--- config.mk ---
export PLATFORM = sky130hd
export DESIGN_NAME = chip_select_pin_mux
export DESIGN_NICKNAME = d
export VERILOG_FILES = /design/src/core/cs_mux_pkg.sv /design/src/core/chip_select_pin_mux.sv
export SDC_FILE = /design/constraint.sdc
export NUM_CORES = 1
export LEC_CHECK = 0
export BUFFER_PORTS_ARGS = -buffer_cell sky130_fd_sc_hd__buf_2
export CAP_MARGIN = 15
export CORE_UTILIZATION = 43
export DETAILED_ROUTE_END_ITERATION = 12
export GPL_TIMING_DRIVEN = 1
export PLACE_DENSITY_LB_ADDON = 0.05
export SKIP_LAST_GASP = 1
export SLEW_MARGIN = 20
export SYNTH_ARGS = -nofsm -noshare
export SYNTH_HDL_FRONTEND = slang
export SYNTH_SLANG_ARGS = --single-unit
--- constraint.sdc ---
create_clock -name CLK -period 1.42 [get_ports CLK]
set_input_delay 0.284 -clock CLK [delete_from_list [all_inputs] [get_ports CLK]]
set_output_delay 0.284 -clock CLK [all_outputs]
set_load 0.02 [all_outputs]
--- src/core/cs_mux_pkg.sv ---
// shared constants and types for the chip-select pin multiplexer
package cs_mux_pkg;

    // register bus geometry and map
    localparam int          ADDR_W          = 4;
    localparam int          DATA_W          = 8;
    localparam logic [3:0]  OFS_CS_ENABLE   = 4'h0;
    localparam logic [3:0]  OFS_PIN_CHOICE  = 4'h1;
    localparam logic [7:0]  RST_CS_ENABLE   = 8'h01;
    localparam logic [7:0]  RST_PIN_CHOICE  = 8'h00;
    localparam logic [7:0]  UNMAPPED_READ   = 8'h00;

    // strobes and pins
    localparam int          NUM_STROBES     = 8;
    localparam int          NUM_PINS        = 7;
    localparam int          FIRST_ROUTED    = 4;
    localparam int          ROUTE_W         = 2;

    // pin indices of the pin vectors
    localparam int          PIN_PORTB_BIT0  = 0;
    localparam int          PIN_PORTB_BIT1  = 1;
    localparam int          PIN_PORTB_BIT2  = 2;
    localparam int          PIN_PORTB_BIT3  = 3;
    localparam int          PIN_PORTF_BIT5  = 4;
    localparam int          PIN_PORTF_BIT6  = 5;
    localparam int          PIN_PORTF_BIT7  = 6;

    // route codes
    localparam logic [1:0]  CODE_A          = 2'h0;
    localparam logic [1:0]  CODE_B          = 2'h1;
    localparam logic [1:0]  CODE_C          = 2'h2;
    localparam logic [1:0]  CODE_D          = 2'h3;

    // one-hot pin vector per strobe and code; all zero means prohibited
    localparam logic [6:0]  ROUTE_TBL [NUM_STROBES][4] = '{
        '{7'h01, 7'h01, 7'h01, 7'h01},
        '{7'h02, 7'h02, 7'h02, 7'h02},
        '{7'h04, 7'h04, 7'h04, 7'h04},
        '{7'h08, 7'h08, 7'h08, 7'h08},
        '{7'h01, 7'h00, 7'h40, 7'h00},
        '{7'h02, 7'h01, 7'h40, 7'h10},
        '{7'h04, 7'h02, 7'h40, 7'h20},
        '{7'h08, 7'h02, 7'h40, 7'h00}
    };

    // drive of one pin
    typedef struct packed {
        logic level;
        logic oe;
        logic strobe_fn;
    } pin_drive_t;

endpackage : cs_mux_pkg

--- src/core/chip_select_pin_mux.sv ---
// chip-select pin multiplexer: enable and pin-choice registers plus pin steering
module chip_select_pin_mux (
    input  wire logic                CLK,
    input  wire logic                RSTN,
    input  wire logic [3:0]          ADDR,
    input  wire logic [7:0]          WDATA,
    input  wire logic                WE,
    input  wire logic                RE,
    output      logic [7:0]          RDATA,
    input  wire logic [7:0]          CS_N,
    input  wire logic [6:0]          GPIO_OUT,
    input  wire logic [6:0]          GPIO_OE,
    output      logic [6:0]          PIN_OUT,
    output      logic [6:0]          PIN_OE,
    output      logic [6:0]          PIN_STROBE_FN
);

    logic [7:0]                      enable_q;
    logic [7:0]                      choice_q;
    logic [7:0]                      rdata_q;
    cs_mux_pkg::pin_drive_t [6:0]    drive_q;
    cs_mux_pkg::pin_drive_t [6:0]    drive_d;
    logic [6:0]                      hot [cs_mux_pkg::NUM_STROBES];

    // address decode
    wire sel_enable = (ADDR == cs_mux_pkg::OFS_CS_ENABLE);
    wire sel_choice = (ADDR == cs_mux_pkg::OFS_PIN_CHOICE);
    wire wr_enable  = WE && sel_enable;
    wire wr_choice  = WE && sel_choice;
    wire [7:0] rd_mux = sel_enable ? enable_q :
                        sel_choice ? choice_q : cs_mux_pkg::UNMAPPED_READ;

    // control registers; the bus never waits so writes land at once
    always_ff @(posedge CLK) begin
        if (!RSTN) begin
            enable_q <= cs_mux_pkg::RST_CS_ENABLE;
            choice_q <= cs_mux_pkg::RST_PIN_CHOICE;
        end else begin
            if (wr_enable) begin
                enable_q <= WDATA;
            end
            if (wr_choice) begin
                choice_q <= WDATA;
            end
        end
    end

    // read data stands only in the cycle after the read strobe
    always_ff @(posedge CLK) begin
        if (!RSTN) begin
            rdata_q <= cs_mux_pkg::UNMAPPED_READ;
        end else begin
            rdata_q <= RE ? rd_mux : cs_mux_pkg::UNMAPPED_READ;
        end
    end

    assign RDATA = rdata_q;

    // per strobe: one-hot pin vector, gated by its enable
    for (genvar s = 0; s < cs_mux_pkg::NUM_STROBES; s++) begin : g_strobe
        logic [1:0] code;
        if (s >= cs_mux_pkg::FIRST_ROUTED) begin : g_routed
            assign code = choice_q[cs_mux_pkg::ROUTE_W*(s-cs_mux_pkg::FIRST_ROUTED)
                                   +: cs_mux_pkg::ROUTE_W];
        end else begin : g_fixed
            assign code = cs_mux_pkg::CODE_A;
        end
        // a prohibited code yields an empty vector, leaving the pin a port bit
        assign hot[s] = enable_q[s] ? cs_mux_pkg::ROUTE_TBL[s][code] : 7'h00;
    end

    // per pin: gather strobes, wired-and of active-low strobes
    for (genvar p = 0; p < cs_mux_pkg::NUM_PINS; p++) begin : g_pin
        logic [7:0] on_pin;
        for (genvar s = 0; s < cs_mux_pkg::NUM_STROBES; s++) begin : g_gather
            assign on_pin[s] = hot[s][p];
        end
        wire fn    = |on_pin;
        wire level = &(CS_N | ~on_pin);
        assign drive_d[p].strobe_fn = fn;
        assign drive_d[p].level     = fn ? level : GPIO_OUT[p];
        assign drive_d[p].oe        = fn ? 1'b1 : GPIO_OE[p];
    end

    // pin drive register; one cycle of latency, glitch-free pins
    always_ff @(posedge CLK) begin
        if (!RSTN) begin
            drive_q <= '0;
        end else begin
            drive_q <= drive_d;
        end
    end

    for (genvar p = 0; p < cs_mux_pkg::NUM_PINS; p++) begin : g_out
        assign PIN_OUT[p]       = drive_q[p].level;
        assign PIN_OE[p]        = drive_q[p].oe;
        assign PIN_STROBE_FN[p] = drive_q[p].strobe_fn;
    end

    // pin-choice fields as software sees them
    wire [1:0] code4 = choice_q[1:0];
    wire [1:0] code5 = choice_q[3:2];
    wire [1:0] code6 = choice_q[5:4];
    wire [1:0] code7 = choice_q[7:6];

    for (genvar s = 1; s < cs_mux_pkg::FIRST_ROUTED; s++) begin : g_fixed_chk

    end

    for (genvar p = 0; p < cs_mux_pkg::NUM_PINS; p++) begin : g_pin_chk

    end
endmodule : chip_select_pin_mux

# [Word-level counts from Yosys, hierarchy flattened]
# Index checks and enable logic that the tools add are counted.
[classes] n_lt_le_gt_ge=4 n_eq_ne=1 mux=36 bitwise_logic=18 n_reduce_logical=18
[ops] operator="2-to-1 mux 7 bit" count=12
[ops] operator="binary-select mux 7 bit (select 2 bit)" count=4
[ops] operator="NOT 8 bit" count=7
[ops] operator="bitwise OR 8 bit" count=7
[ops] operator="AND reduction 8 bit" count=7
[ops] operator="OR reduction 8 bit" count=7
[ops] operator="2-to-1 mux 8 bit" count=2
[ops] operator="2-to-1 mux 1 bit" count=15
[ops] operator="greater-or-equal comparator 3 bit, second input constant" count=4
[ops] operator="NOT 2 -> 3 bit" count=4
[ops] operator="equality test 4 x 1 -> 1 bit, second input constant" count=1
[ops] operator="zero test 4 bit" count=1
[ops] operator="2-to-1 mux 4 bit" count=1
[ops] operator="2-to-1 mux 3 bit" count=1
[ops] operator="logical AND 1 bit" count=2
[ops] operator="2-to-1 mux 2 bit" count=1
[ops] operator="AND reduction 2 bit" count=1
[totals] reg_bits=45 output_inout_bits=29 wordCells=101

# [Logic depth before layout (Yosys ltp)]
# Gate-level depths: netlist of run 1.
[logic_depth] ltp_word=9 depth_mapped=4 depth_no_buf=3

# [Worst setup path after synthesis of run 1]
# No wires, ideal clock.
[synth_timing] path_kind="reg-to-reg" startpoint="register choice_q[5]" endpoint="register drive_q (netlist bit PIN_OE[1])" arrival_time_ps=1254 required_ps=1305 slack_ps=51 path_stages_with_launch=4 n_path_buf=0 synth_period_minus_slack_ps=1369 cell_sequence="dfxtp_1 -> and3b_1 -> or4_1 -> o21a_1"
[synth_via] elab_chain_len=7
[synth_lines] item="from (decl)" line="chip_select_pin_mux.sv:19" text="logic [7:0] choice_q;"
[synth_lines] item="from (signal assigned)" line="chip_select_pin_mux.sv:37" text="choice_q <= cs_mux_pkg::RST_PIN_CHOICE;"
[synth_lines] item="NOT 2 -> 3 bit (not written as such)" line="chip_select_pin_mux.sv:69" text="assign hot[s] = enable_q[s] ? cs_mux_pkg::ROUTE_TBL[s][code] : 7'h00;"
[synth_lines] item="binary-select mux 7 bit (select 2 bit)" line="chip_select_pin_mux.sv:69"
[synth_lines] item="2-to-1 mux 7 bit (not written as such) (2 in series)" line="chip_select_pin_mux.sv:69"
[synth_lines] item="2-to-1 mux 7 bit" line="chip_select_pin_mux.sv:69"
[synth_lines] item="OR reduction 8 bit" line="chip_select_pin_mux.sv:78" text="wire fn = |on_pin;"
[synth_lines] item="2-to-1 mux 1 bit" line="chip_select_pin_mux.sv:82" text="assign drive_d[p].oe = fn ? 1'b1 : GPIO_OE[p];"
[synth_lines] item="to (signal assigned)" line="chip_select_pin_mux.sv:90" text="drive_q <= drive_d;"
[synth_lines] item="to (decl)" line="chip_select_pin_mux.sv:21" text="cs_mux_pkg::pin_drive_t [6:0] drive_q;"
# No other way between the ends. The select of a mux whose other input is x is not followed.
# A chain may end at the register's enable or synchronous reset.

# [Worst setup path in the final report of run 1]
[layout_timing] startpoint="register choice_q[4]" endpoint="register drive_q (netlist bit PIN_OE[1])"
# Same word-level chain as after synthesis.

==> key figures, run 1 <==
Clock network
  – Root buffer cell: clkbuf_8
  – Hold buffers post-CTS: 0
  – Post-CTS Setup Bufs: 0
  – H-tree Lvls: 2
  – Total CTS buffers: 5
  – Clk pin slew, worst setup/hold paths: 0.09 ns
  – CTS resizes: 0
  – Num Clock Sinks: 45
  – CTS tree: done
  – Clock buffer depth: 2
  – Worst skew pair latency: 0.30 ns

Outcome
  – Status: finished, final reports clean

Detailed routing
  – Antenna viol nets, final: 0
  – Post-Route WL: 4600 µm
  – Drt pass-1 iters: 4
  – Vias: 1688
  – Avg WL per Cell: 14.0 µm
  – Metal3 WL: 223 µm
  – DR vias/cell: 5.13
  – Initial DRC Count: 75
  – Wire length on met1: 2240 µm
  – Detail Route met2 WL: 2060 µm
  – DRC Markers: 0
  – Top layer in use: met4

Final layout
  – Fin cells: 329
  – Antenna diodes: 0
  – Multi-input logic area: 855 µm²
  – Share of cells above drive strength 1: 36.6%
  – Fillers: 358
  – Final Util: 62.5%
  – Seq. cell area: 902 µm²
  – Final Cell Area: 2520 µm²
  – Layout net count: 316
  – P&R area growth vs syn: 38.4%

Worst setup path
  – Crit path kind: flip-flop to flip-flop
  – Reg2reg start: choice_q[4]$_SDFFE_PN0P_
  – Worst Path Max Fanout: 3
  – Critical Path End Type: flip-flop
  – CP Launch Point: choice_q[4]$_SDFFE_PN0P_
  – Reg2Reg Depth: 3
  – Critical Path AT: 1.57 ns
  – Critical Path Source Type: flip-flop
  – Worst EP required: 1.63 ns

Global route
  – Vias in the first global route: 1450
  – First-pass GRT wire length: 7170 µm
  – Initial antenna violation count: 0
  – Largest net degree at the start of global routing: 26
  – GRT Util Overall: 22.0%
  – Final global-route overflow total: 0

Synthesis
  – Most common cell in the netlist: dfxtp_1
  – Post-synth net total: 233
  – Async set-reset flop share out of synthesis: 0%
  – Synth top area share: 49.6%
  – Area leader, netlist: dfxtp_1
  – Top cells by area, synth: dfxtp_1 50%, o21a_1 4.1%, nor2_1 3.9%, a21boi_0 3.3%, a22oi_1 3.3%
  – Syn Std Cell Area: 1820 µm²
  – Commonest cells in the netlist: 45 x dfxtp_1, 19 x nor2_1, 12 x inv_1, 11 x nand3_1
  – Synth Instances: 195
  – Yosys Warn Count: 0
  – Synth Flop Type: dfxtp_1
  – Mean Syn Cell Area: 9.32 µm²
  – #FFs+latches synth: 45
  – Register area share after synthesis: 49.6%
  – Unique masters post-synth: 34
  – Number of synthesized flops with an enable pin: 0

Place
  – Cell Area, Placed: 2360 µm²
  – DP HPWL: 3350 µm
  – GP Congestion: 0.784
  – I/O Buffers: 66
  – Placed insts: 321

Pwr
  – LEAKAGE: 1.20 nW
  – Clock power share: 42.5%
  – Sw Ratio: 22.3%
  – Seq pwr share: 48.2%
  – Int Pwr: 0.00210 W
  – Logic gate share of total power: 9.3%
  – Net Switching: 0.000604 W
  – P per Cell Area: 1080 nW/µm²
  – Peak VDD IR: 558 µV

Timing
  – Fmax: 0.735 GHz
  – Final setup vio count: 0
  – Setup TNS after final layout: 0 ns
  – Crit path time final: 1.36 ns
  – Final Skew: 0.00843 ns
  – Slew Limit Fails: 0
  – Slew @ Worst Pin: 0.386 ns
  – Fin. Hold Viols: 0
  – Unrepaired setup endpoints after global routing: true
  – Slew HR: 73.6%
  – Final period utilization: 95.9%

Die
  – Die area: 4490 µm²
  – Core area: 4030 µm²
  – # IOs: 67
  – Effective utilization at floorplan: 45.1%
  – Num rows: 23
  – Die width: 67.0 µm
  – Die Y: 67.0 µm

Job
  – Max-cap violations: 0

Worst hold path
  – HP Class: input pin to flip-flop
  – Hold Path Depth: 2
  – Hold path start: GPIO_OE[1]
-- cells by family (layout without fill, tap and decap cells) --
group                  Yosys count  in the layout  share of synthesized area (%)
AO/OA/AOI/OAI                   54             54                           20.0
buffers and inverters           22            106                           4.75
multiplexers                     2              2                           1.10
flip-flops                      45             45                           49.6
AND/OR/NAND/NOR                 72             72                           24.6
-- placed cells by master, fill, tap and decap left out, types with 2 or more instances in the layout --
| cell type | Yosys | routed |
|---|---|---|
| a21boi_0 | 8 | 8 |
| a21oi_1 | 10 | 10 |
| a22oi_1 | 8 | 8 |
| and3_1 | 8 | 8 |
| and3b_1 | 3 | 3 |
| buf_12 | 0 | 3 |
| buf_2 | 3 | 66 |
| buf_4 | 0 | 17 |
| bufinv_16 | 0 | 2 |
| clkbuf_8 | 0 | 5 |
| dfxtp_1 | 45 | 44 |
| inv_1 | 12 | 12 |
| mux2i_1 | 2 | 2 |
| nand2_1 | 3 | 3 |
| nand3_1 | 11 | 11 |
| nand3b_1 | 4 | 4 |
| nor2_1 | 19 | 19 |
| nor2b_1 | 3 | 3 |
| nor3_1 | 5 | 5 |
| nor3b_1 | 4 | 2 |
| nor3b_2 | 0 | 2 |
| nor4bb_1 | 3 | 3 |
| o21a_1 | 10 | 10 |
| o21ai_0 | 10 | 10 |
| or4_1 | 3 | 3 |
-- routing by layer --
metal,vias to the layer above,GRT usage [%]
met4,0,8.78
met3,9,6.34
met5,-,0
li1,866,-
met2,49,31.5
met1,764,30.3
-- area by class of cell --
type | count | share of cell area, %
clock inverter | 3 | 2.59
inverter | 12 | 1.79
multi-input combinational | 128 | 34.0
tap | 50 | 2.49
timing repair buffer | 86 | 20.6
sequential | 45 | 35.9
clock buffer | 5 | 2.73
-- worst paths after layout --
path | end | slack (ns)
worst min register to register | PIN_STROBE_FN[3]$_SDFF_PN0_ | 0.56
worst max-delay path | PIN_OE[1]$_SDFF_PN0_ | 0.06
worst min-delay path | PIN_OE[1]$_SDFF_PN0_ | 0.18
worst max register to register | PIN_OE[1]$_SDFF_PN0_ | 0.06
-- critical path, cell delays in order, from the launching register on --
cell     delay, ns
dfxtp_1       0.34
and3b_1       0.22
or4_1         0.53
o21a_1        0.18
-- flip-flops by register name, indices dropped and copies added (netlist names) --
register,flops
RDATA,8
choice_q,8
PIN_STROBE_FN,7
PIN_OE,7
enable_q,8
PIN_OUT,7
-- power groups by stage --
stage | combinational [W] | clock (W) | sequential [W]
3_3_place_gp | 0.000248 | 0 | 0.00133
4_1_cts | 0.000251 | 0.00116 | 0.00130
2_1_floorplan | 0.0000779 | 0 | 0.00137
6_report | 0.000253 | 0.00115 | 0.00130
5_1_grt | 0.000277 | 0.00120 | 0.00131
3_5_place_dp | 0.000250 | 0 | 0.00133
-- metrics by stage --
| stage | hold WS (ns) | total power, W | worst slack, ns |
|---|---|---|---|
| after global placement | 0.495 | 0.00158 | -0.0418 |
| after floorplan | 0.408 | 0.00145 | 0.0512 |
| final | 0.182 | 0.00271 | 0.0588 |
| after global routing | 0.182 | 0.00279 | -0.000775 |
| after CTS | 0.178 | 0.00272 | 0.0313 |
| after detailed placement | 0.495 | 0.00158 | -0.0800 |
Note: power is estimated with default switching activity, not from simulation.
==> inputs of run 2 (changes only) <==
PLACE_DENSITY = 0.74   (was not set)
PLACE_DENSITY_LB_ADDON = not set   (was 0.05)
==> run 2 against run 1 <==
- sequential power about the same
- die area unchanged
- utilization shrank 0.90 points
- final cell count grew 0.61%
- via count is 5.4% higher
- register-to-register slack worse by 0.02 ns
- combinational power hardly changed
- routed wire length increased by 1.2%
- sequential cell count stayed put
==> key figures, run 2 (synthesis gave the netlist of run 1 again) <==
Die
  – Die width: 67.0 µm (unchanged)
  – Num rows: 23 (unchanged)
  – Die Y: 67.0 µm (unchanged)
  – Core area: 4030 µm² (unchanged)
  – Effective utilization at floorplan: 45.1% (unchanged)
  – # IOs: 67 (unchanged)
  – Die area: 4490 µm² (unchanged)

Global route
  – Vias in the first global route: 1446 (-0.28%)
  – Busiest layer in global routing: met2
  – Final global-route overflow total: 0 (unchanged)
  – Met1 usage: 28.4% (-1.9 points)
  – Initial antenna violation count: 0 (unchanged)
  – GRT Util Overall: 20.9% (-1.0 points)
  – Largest net degree at the start of global routing: 26 (unchanged)
  – Met3 usage: 5.82% (-0.51 points)
  – First-pass GRT wire length: 6850 µm (-4.4%)
  – Met2 Track Usage GR: 31.8% (+0.25 points)

Pwr
  – LEAKAGE: 1.18 nW (-1.7%)
  – P per Cell Area: 933 nW/µm² (-13%)
  – Peak VDD IR: 598 µV (+7.0%)

Clock network
  – Hold buffers post-CTS: 0 (unchanged)
  – Post-CTS Setup Bufs: 0 (unchanged)
  – Root buffer cell: clkbuf_8
  – Num Clock Sinks: 45 (unchanged)
  – Total CTS buffers: 5 (unchanged)
  – Worst skew pair latency: 0.30 ns (about the same)
  – Clock buffer depth: 2 (unchanged)
  – Clk pin slew, worst setup/hold paths: 0.08 ns (about the same)
  – CTS tree: done
  – H-tree Lvls: 2 (unchanged)

Outcome
  – Status: finished, final reports clean

Detailed routing
  – Initial DRC Count: 71 (-5.3%)
  – Post-Route WL: 4660 µm (+1.2%)
  – Antenna viol nets, final: 0 (unchanged)
  – DR vias/cell: 5.37 (+4.8%)
  – Drt pass-1 iters: 4 (unchanged)
  – Vias: 1779 (+5.4%)
  – Avg WL per Cell: 14.1 µm (+0.61%)
  – DRC Markers: 0 (unchanged)

Final layout
  – Share of cells above drive strength 1: 36.3% (-0.26 points)
  – Seq. cell area: 903 µm² (+0.14%)
  – Fillers: 397 (+11%)
  – Antenna diodes: 0 (unchanged)
  – Final Cell Area: 2480 µm² (-1.4%)
  – P&R area growth vs syn: 36.4%
  – Multi-input logic area: 841 µm² (-1.6%)
  – Layout net count: 318 (+0.63%)
  – Most frequent cells in the layout: 66 x buf_2, 43 x dfxtp_1, 19 x nor2_1, 18 x buf_4, 12 x inv_1
  – Commonest non-fill, non-tap cell in the layout: buf_2
  – Fin cells: 331 (+0.61%)

Timing
  – Unrepaired setup endpoints after global routing: false
  – Fmax: 0.722 GHz (-1.7%)
  – Setup slack after layout: 0.0358 ns (-0.0230 ns)
  – Slew @ Worst Pin: 0.390 ns (+0.00376 ns)
  – Crit path time final: 1.38 ns (+0.0230 ns)
  – Fin. Hold Viols: 0 (unchanged)
  – Setup TNS after final layout: 0 ns (unchanged)
  – Slew HR: 73.6% (+0.075 points)
  – Hold WS: 0.199 ns (+0.0164 ns)
  – Slew Limit Fails: 0 (unchanged)
  – Final period utilization: 97.5% (+1.6 points)
  – Final setup vio count: 0 (unchanged)
  – Final Skew: 0.00160 ns (-0.00683 ns)

Worst setup path
  – Worst EP required: 1.64 ns (about the same)
  – Critical Path End Type: flip-flop
  – Worst Path Max Fanout: 6 (+3)
  – Cell family with most CP delay: simple AND/OR/NAND/NOR gates
  – Critical Path Source Type: flip-flop
  – Crit path buf inv count: 0 (unchanged)
  – Critical Path AT: 1.61 ns (+0.04 ns)
  – Crit-path cells: and4bb_2 > or4_1 > o22ai_1
  – Worst path slowest cell: or4_1
  – Max incr delay on CP: 0.54 ns (about the same)
  – Crit path kind: flip-flop to flip-flop

Place
  – Pre-CTS WS: -0.0480 ns (+0.0320 ns)
  – Cell Area, Placed: 2380 µm² (+1.2%)
  – DP HPWL: 3470 µm (+3.5%)
  – Placed insts: 323 (+0.62%)
  – I/O Buffers: 66 (unchanged)
  – GP Congestion: 0.794 (+1.4%)

Job
  – Max-cap violations: 0 (unchanged)

Worst hold path
  – HP Class: input pin to flip-flop
-- run 2: cell count changes in the layout (fill, tap and decap cells not counted), sizes merged --
cell,delta
buf,+2
bufinv,-2
clkbuf,+1
clkinv,+1
-- run 2: timing repair --
action | CTS | global route
gates resized for setup | 0 | 5
hold endpoints to repair | 0 | 0
endpoints found under the setup margin | 0 | 4
-- run 2: routing by layer --
layer | part of all wire [%] | vias to the layer above
li1 | - | 873
met3 | 6.8 | 7
met4 | 1.6 | 0
met1 | 42 | 830
met5 | 0 | -
met2 | 49 | 69
-- run 2: area by class of cell --
cell class	instances	area share [%]
timing repair buffer	88	22.0
tap	50	2.52
sequential	45	36.4
clock inverter	2	0.404
multi-input combinational	128	33.9
clock buffer	6	2.93
inverter	12	1.82
-- run 2: power by group --
part	switching (W)	internal [W]
clock	0.000411	0.000341
sequential	0.0000128	0.00129
combinational	0.000140	0.000116
total	0.000564	0.00175
-- run 2: per-stage QoR --
step	util [%]	power (W)
3_5_place_dp	59.2	0.00159
4_1_cts	61.2	0.00232
6_report	61.6	0.00231
5_1_grt	61.6	0.00241
3_3_place_gp	59.2	0.00158
2_1_floorplan	-	0.00145
-- run 2: final timing paths --
kind                                                from                          end  slack (ns)  cells past startpoint
worst max-delay path            enable_q[5]$_SDFFE_PN0P_        PIN_OUT[6]$_SDFF_PN0_        0.04                      3
worst min-delay path                          GPIO_OE[6]         PIN_OE[6]$_SDFF_PN0_        0.20                      2
worst max register to register  enable_q[5]$_SDFFE_PN0P_        PIN_OUT[6]$_SDFF_PN0_        0.04                      3
worst min register to register  enable_q[3]$_SDFFE_PN0P_  PIN_STROBE_FN[3]$_SDFF_PN0_        0.55                      2
==> inputs of run 3 (changes only) <==
CORE_UTILIZATION = 45   (was 43)
clock period = 1.3 ns   (was 1.42 ns; I/O delays follow)
==> run 3 against run 2 <==
- the run now ends with negative setup slack left
- clock skew rose by 0.0028 ns
- critical path depth unchanged
- critical path type unchanged
- first-iteration DRC count is 4.2% higher
==> key figures, run 3 (synthesis gave the netlist of run 1 again) <==
Worst setup path
  – Worst EP required: 1.50 ns (-0.14 ns)
  – FF-to-FF setup slack: -0.07 ns (-0.10 ns)
  – Critical Path Source Type: flip-flop
  – Worst Path Max Fanout: 6 (unchanged)
  – Crit path kind: flip-flop to flip-flop
  – Critical Path AT: 1.57 ns (-0.04 ns)
  – Critical Path End Type: flip-flop

Final layout
  – Commonest non-fill, non-tap cell in the layout: buf_2
  – Multi-input logic area: 907 µm² (+7.9%)
  – Fillers: 292 (-26%)
  – Share of cells above drive strength 1: 44.0% (+7.7 points)
  – Seq. cell area: 911 µm² (+0.83%)
  – P&R area growth vs syn: 43.8%
  – Final Cell Area: 2620 µm² (+5.4%)
  – Most frequent cells in the layout: 66 x buf_2, 37 x dfxtp_1, 34 x buf_4, 19 x nor2_1, 12 x inv_1
  – Final Util: 69.3% (+7.8 points)
  – Antenna diodes: 0 (unchanged)
  – Layout net count: 331 (+4.1%)

Clock network
  – Clock buffer depth: 2 (unchanged)
  – Num Clock Sinks: 45 (unchanged)
  – CTS tree: done
  – Clk pin slew, worst setup/hold paths: 0.08 ns (about the same)
  – Worst skew pair latency: 0.30 ns (about the same)
  – Root buffer cell: clkbuf_8
  – Hold buffers post-CTS: 0 (unchanged)
  – H-tree Lvls: 2 (unchanged)
  – Total CTS buffers: 5 (unchanged)

Timing
  – Fin. Hold Viols: 0 (unchanged)
  – Final setup vio count: 3 (+3)
  – Fmax: 0.731 GHz (+1.2%)
  – Final Skew: 0.00435 ns (+0.00276 ns)
  – Slew Limit Fails: 0 (unchanged)
  – Unrepaired setup endpoints after global routing: true
  – Slew @ Worst Pin: 0.404 ns (+0.0142 ns)
  – Slew HR: 72.7% (-0.96 points)
  – Final period utilization: 105% (+7.8 points)
  – Crit path time final: 1.37 ns (-0.0158 ns)
  – Setup slack after layout: -0.0684 ns (-0.104 ns)

Place
  – GP Congestion: 0.872 (+9.7%)
  – DP HPWL: 3680 µm (+6.3%)
  – I/O Buffers: 66 (unchanged)
  – Cell Area, Placed: 2420 µm² (+1.6%)

Detailed routing
  – Vias: 1818 (+2.2%)
  – Avg WL per Cell: 14.6 µm (+3.8%)
  – DRC Markers: 0 (unchanged)
  – Initial DRC Count: 74 (+4.2%)
  – Drt pass-1 iters: 4 (unchanged)
  – Post-Route WL: 4980 µm (+7.0%)
  – DR vias/cell: 5.33 (-0.80%)
  – Antenna viol nets, final: 0 (unchanged)

Pwr
  – Net Switching: 0.000626 W (+11%)
  – Int Pwr: 0.00197 W (+12%)
  – Clock power share: 33.5% (+1.0 points)
  – Seq pwr share: 55.0% (-1.4 points)
  – Logic gate share of total power: 11.5% (+0.4 points)
  – Sw Ratio: 24.1% (-0.22 points)
  – P per Cell Area: 992 nW/µm² (+6.3%)
  – LEAKAGE: 1.26 nW (+6.5%)
  – Peak VDD IR: 876 µV (+47%)

Die
  – Core area: 3770 µm² (-6.4%)
  – Effective utilization at floorplan: 48.2% (+3.1 points)
  – Num rows: 22 (-4.3%)
  – # IOs: 67 (unchanged)
  – Die Y: 65.6 µm (-2.2%)
  – Die area: 4300 µm² (-4.3%)
  – Die width: 65.6 µm (-2.2%)

Global route
  – Largest net degree at the start of global routing: 26 (unchanged)
  – Final global-route overflow total: 0 (unchanged)
  – Vias in the first global route: 1622 (+12%)
  – Met1 usage: 30.3% (+1.9 points)
  – Met3 usage: 7.81% (+2.0 points)
  – GRT Util Overall: 24.0% (+3.1 points)
  – Met2 Track Usage GR: 38.0% (+6.3 points)
  – Initial antenna violation count: 0 (unchanged)
  – First-pass GRT wire length: 7630 µm (+11%)
  – Busiest layer in global routing: met2

Worst hold path
  – HP Class: input pin to flip-flop

Job
  – Max-cap violations: 0 (unchanged)

Outcome
  – Failing checks: negative setup slack
  – Status: complete, but fails checks
[run 3: cell count changes in the layout (fill, tap and decap cells not counted), sizes merged]
cell | previous run | this run
buf | 88 | 101
clkbuf | 6 | 7
clkinv | 2 | 0
[run 3: final timing paths]
kind	depth (start not counted)	endpoint	startpoint
min reg2reg	2	enable_q[6]$_SDFFE_PN0P_	enable_q[6]$_SDFFE_PN0P_
min	2	PIN_OE[1]$_SDFF_PN0_	GPIO_OE[1]
max	3	PIN_OE[1]$_SDFF_PN0_	enable_q[6]$_SDFFE_PN0P_
max reg2reg	3	PIN_OE[1]$_SDFF_PN0_	enable_q[6]$_SDFFE_PN0P_
[run 3: repair_timing]
| item | 4_1_cts | 5_1_grt |
|---|---|---|
| endpoints found under the hold margin | 0 | 0 |
| cloned | 0 | 0 |
| pin swaps | 3 | 1 |
| setup endpoints to repair | 5 | 5 |
| gates resized for setup | 11 | 10 |
| buffers inserted | 2 | 1 |
[run 3: area by class of cell]
| type | count | share of cell area [%] |
|---|---|---|
| Inverter | 12 | 1.72 |
| Tap cell | 48 | 2.30 |
| Multi-Input combinational cell | 128 | 34.7 |
| Timing Repair Buffer | 101 | 23.2 |
| Sequential cell | 45 | 34.8 |
| Clock buffer | 7 | 3.30 |
[run 3: metal layers]
layer / wire length, µm / up-vias / part of all wire, %
met3: 275 / 13 / 5.5
met4: 125 / 0 / 2.5
met2: 2350 / 75 / 47
met5: 0 / - / 0
li1: - / 899 / -
met1: 2230 / 831 / 45
[run 3: power groups by stage]
stage | Sequential, W | Clock, W | Combinational (W)
after CTS | 0.00143 | 0.000875 | 0.000285
after detailed placement | 0.00146 | 0 | 0.000280
after floorplan | 0.00150 | 0 | 0.0000851
after global routing | 0.00143 | 0.000932 | 0.000322
after global placement | 0.00146 | 0 | 0.000275
final | 0.00143 | 0.000870 | 0.000299
[run 3: through the flow]
stage	total power (W)	setup WS (ns)	hold slack (ns)	TNS [ns]	cells
2_1_floorplan	0.00158	-0.0189	0.384	-0.0189	195
3_3_place_gp	0.00173	-0.225	0.473	-2.17	331
3_5_place_dp	0.00174	-0.235	0.480	-2.76	331
4_1_cts	0.00259	-0.0670	0.168	-0.124	340
5_1_grt	0.00268	-0.110	0.174	-0.352	341
6_report	0.00259	-0.0684	0.165	-0.176	341
[run 3: worst max-delay path, stage by stage, from the launching register on]
cell and delay [ns]:
dfxtp_2 0.35, and3b_1 0.19, or4_4 0.52, o21a_1 0.20
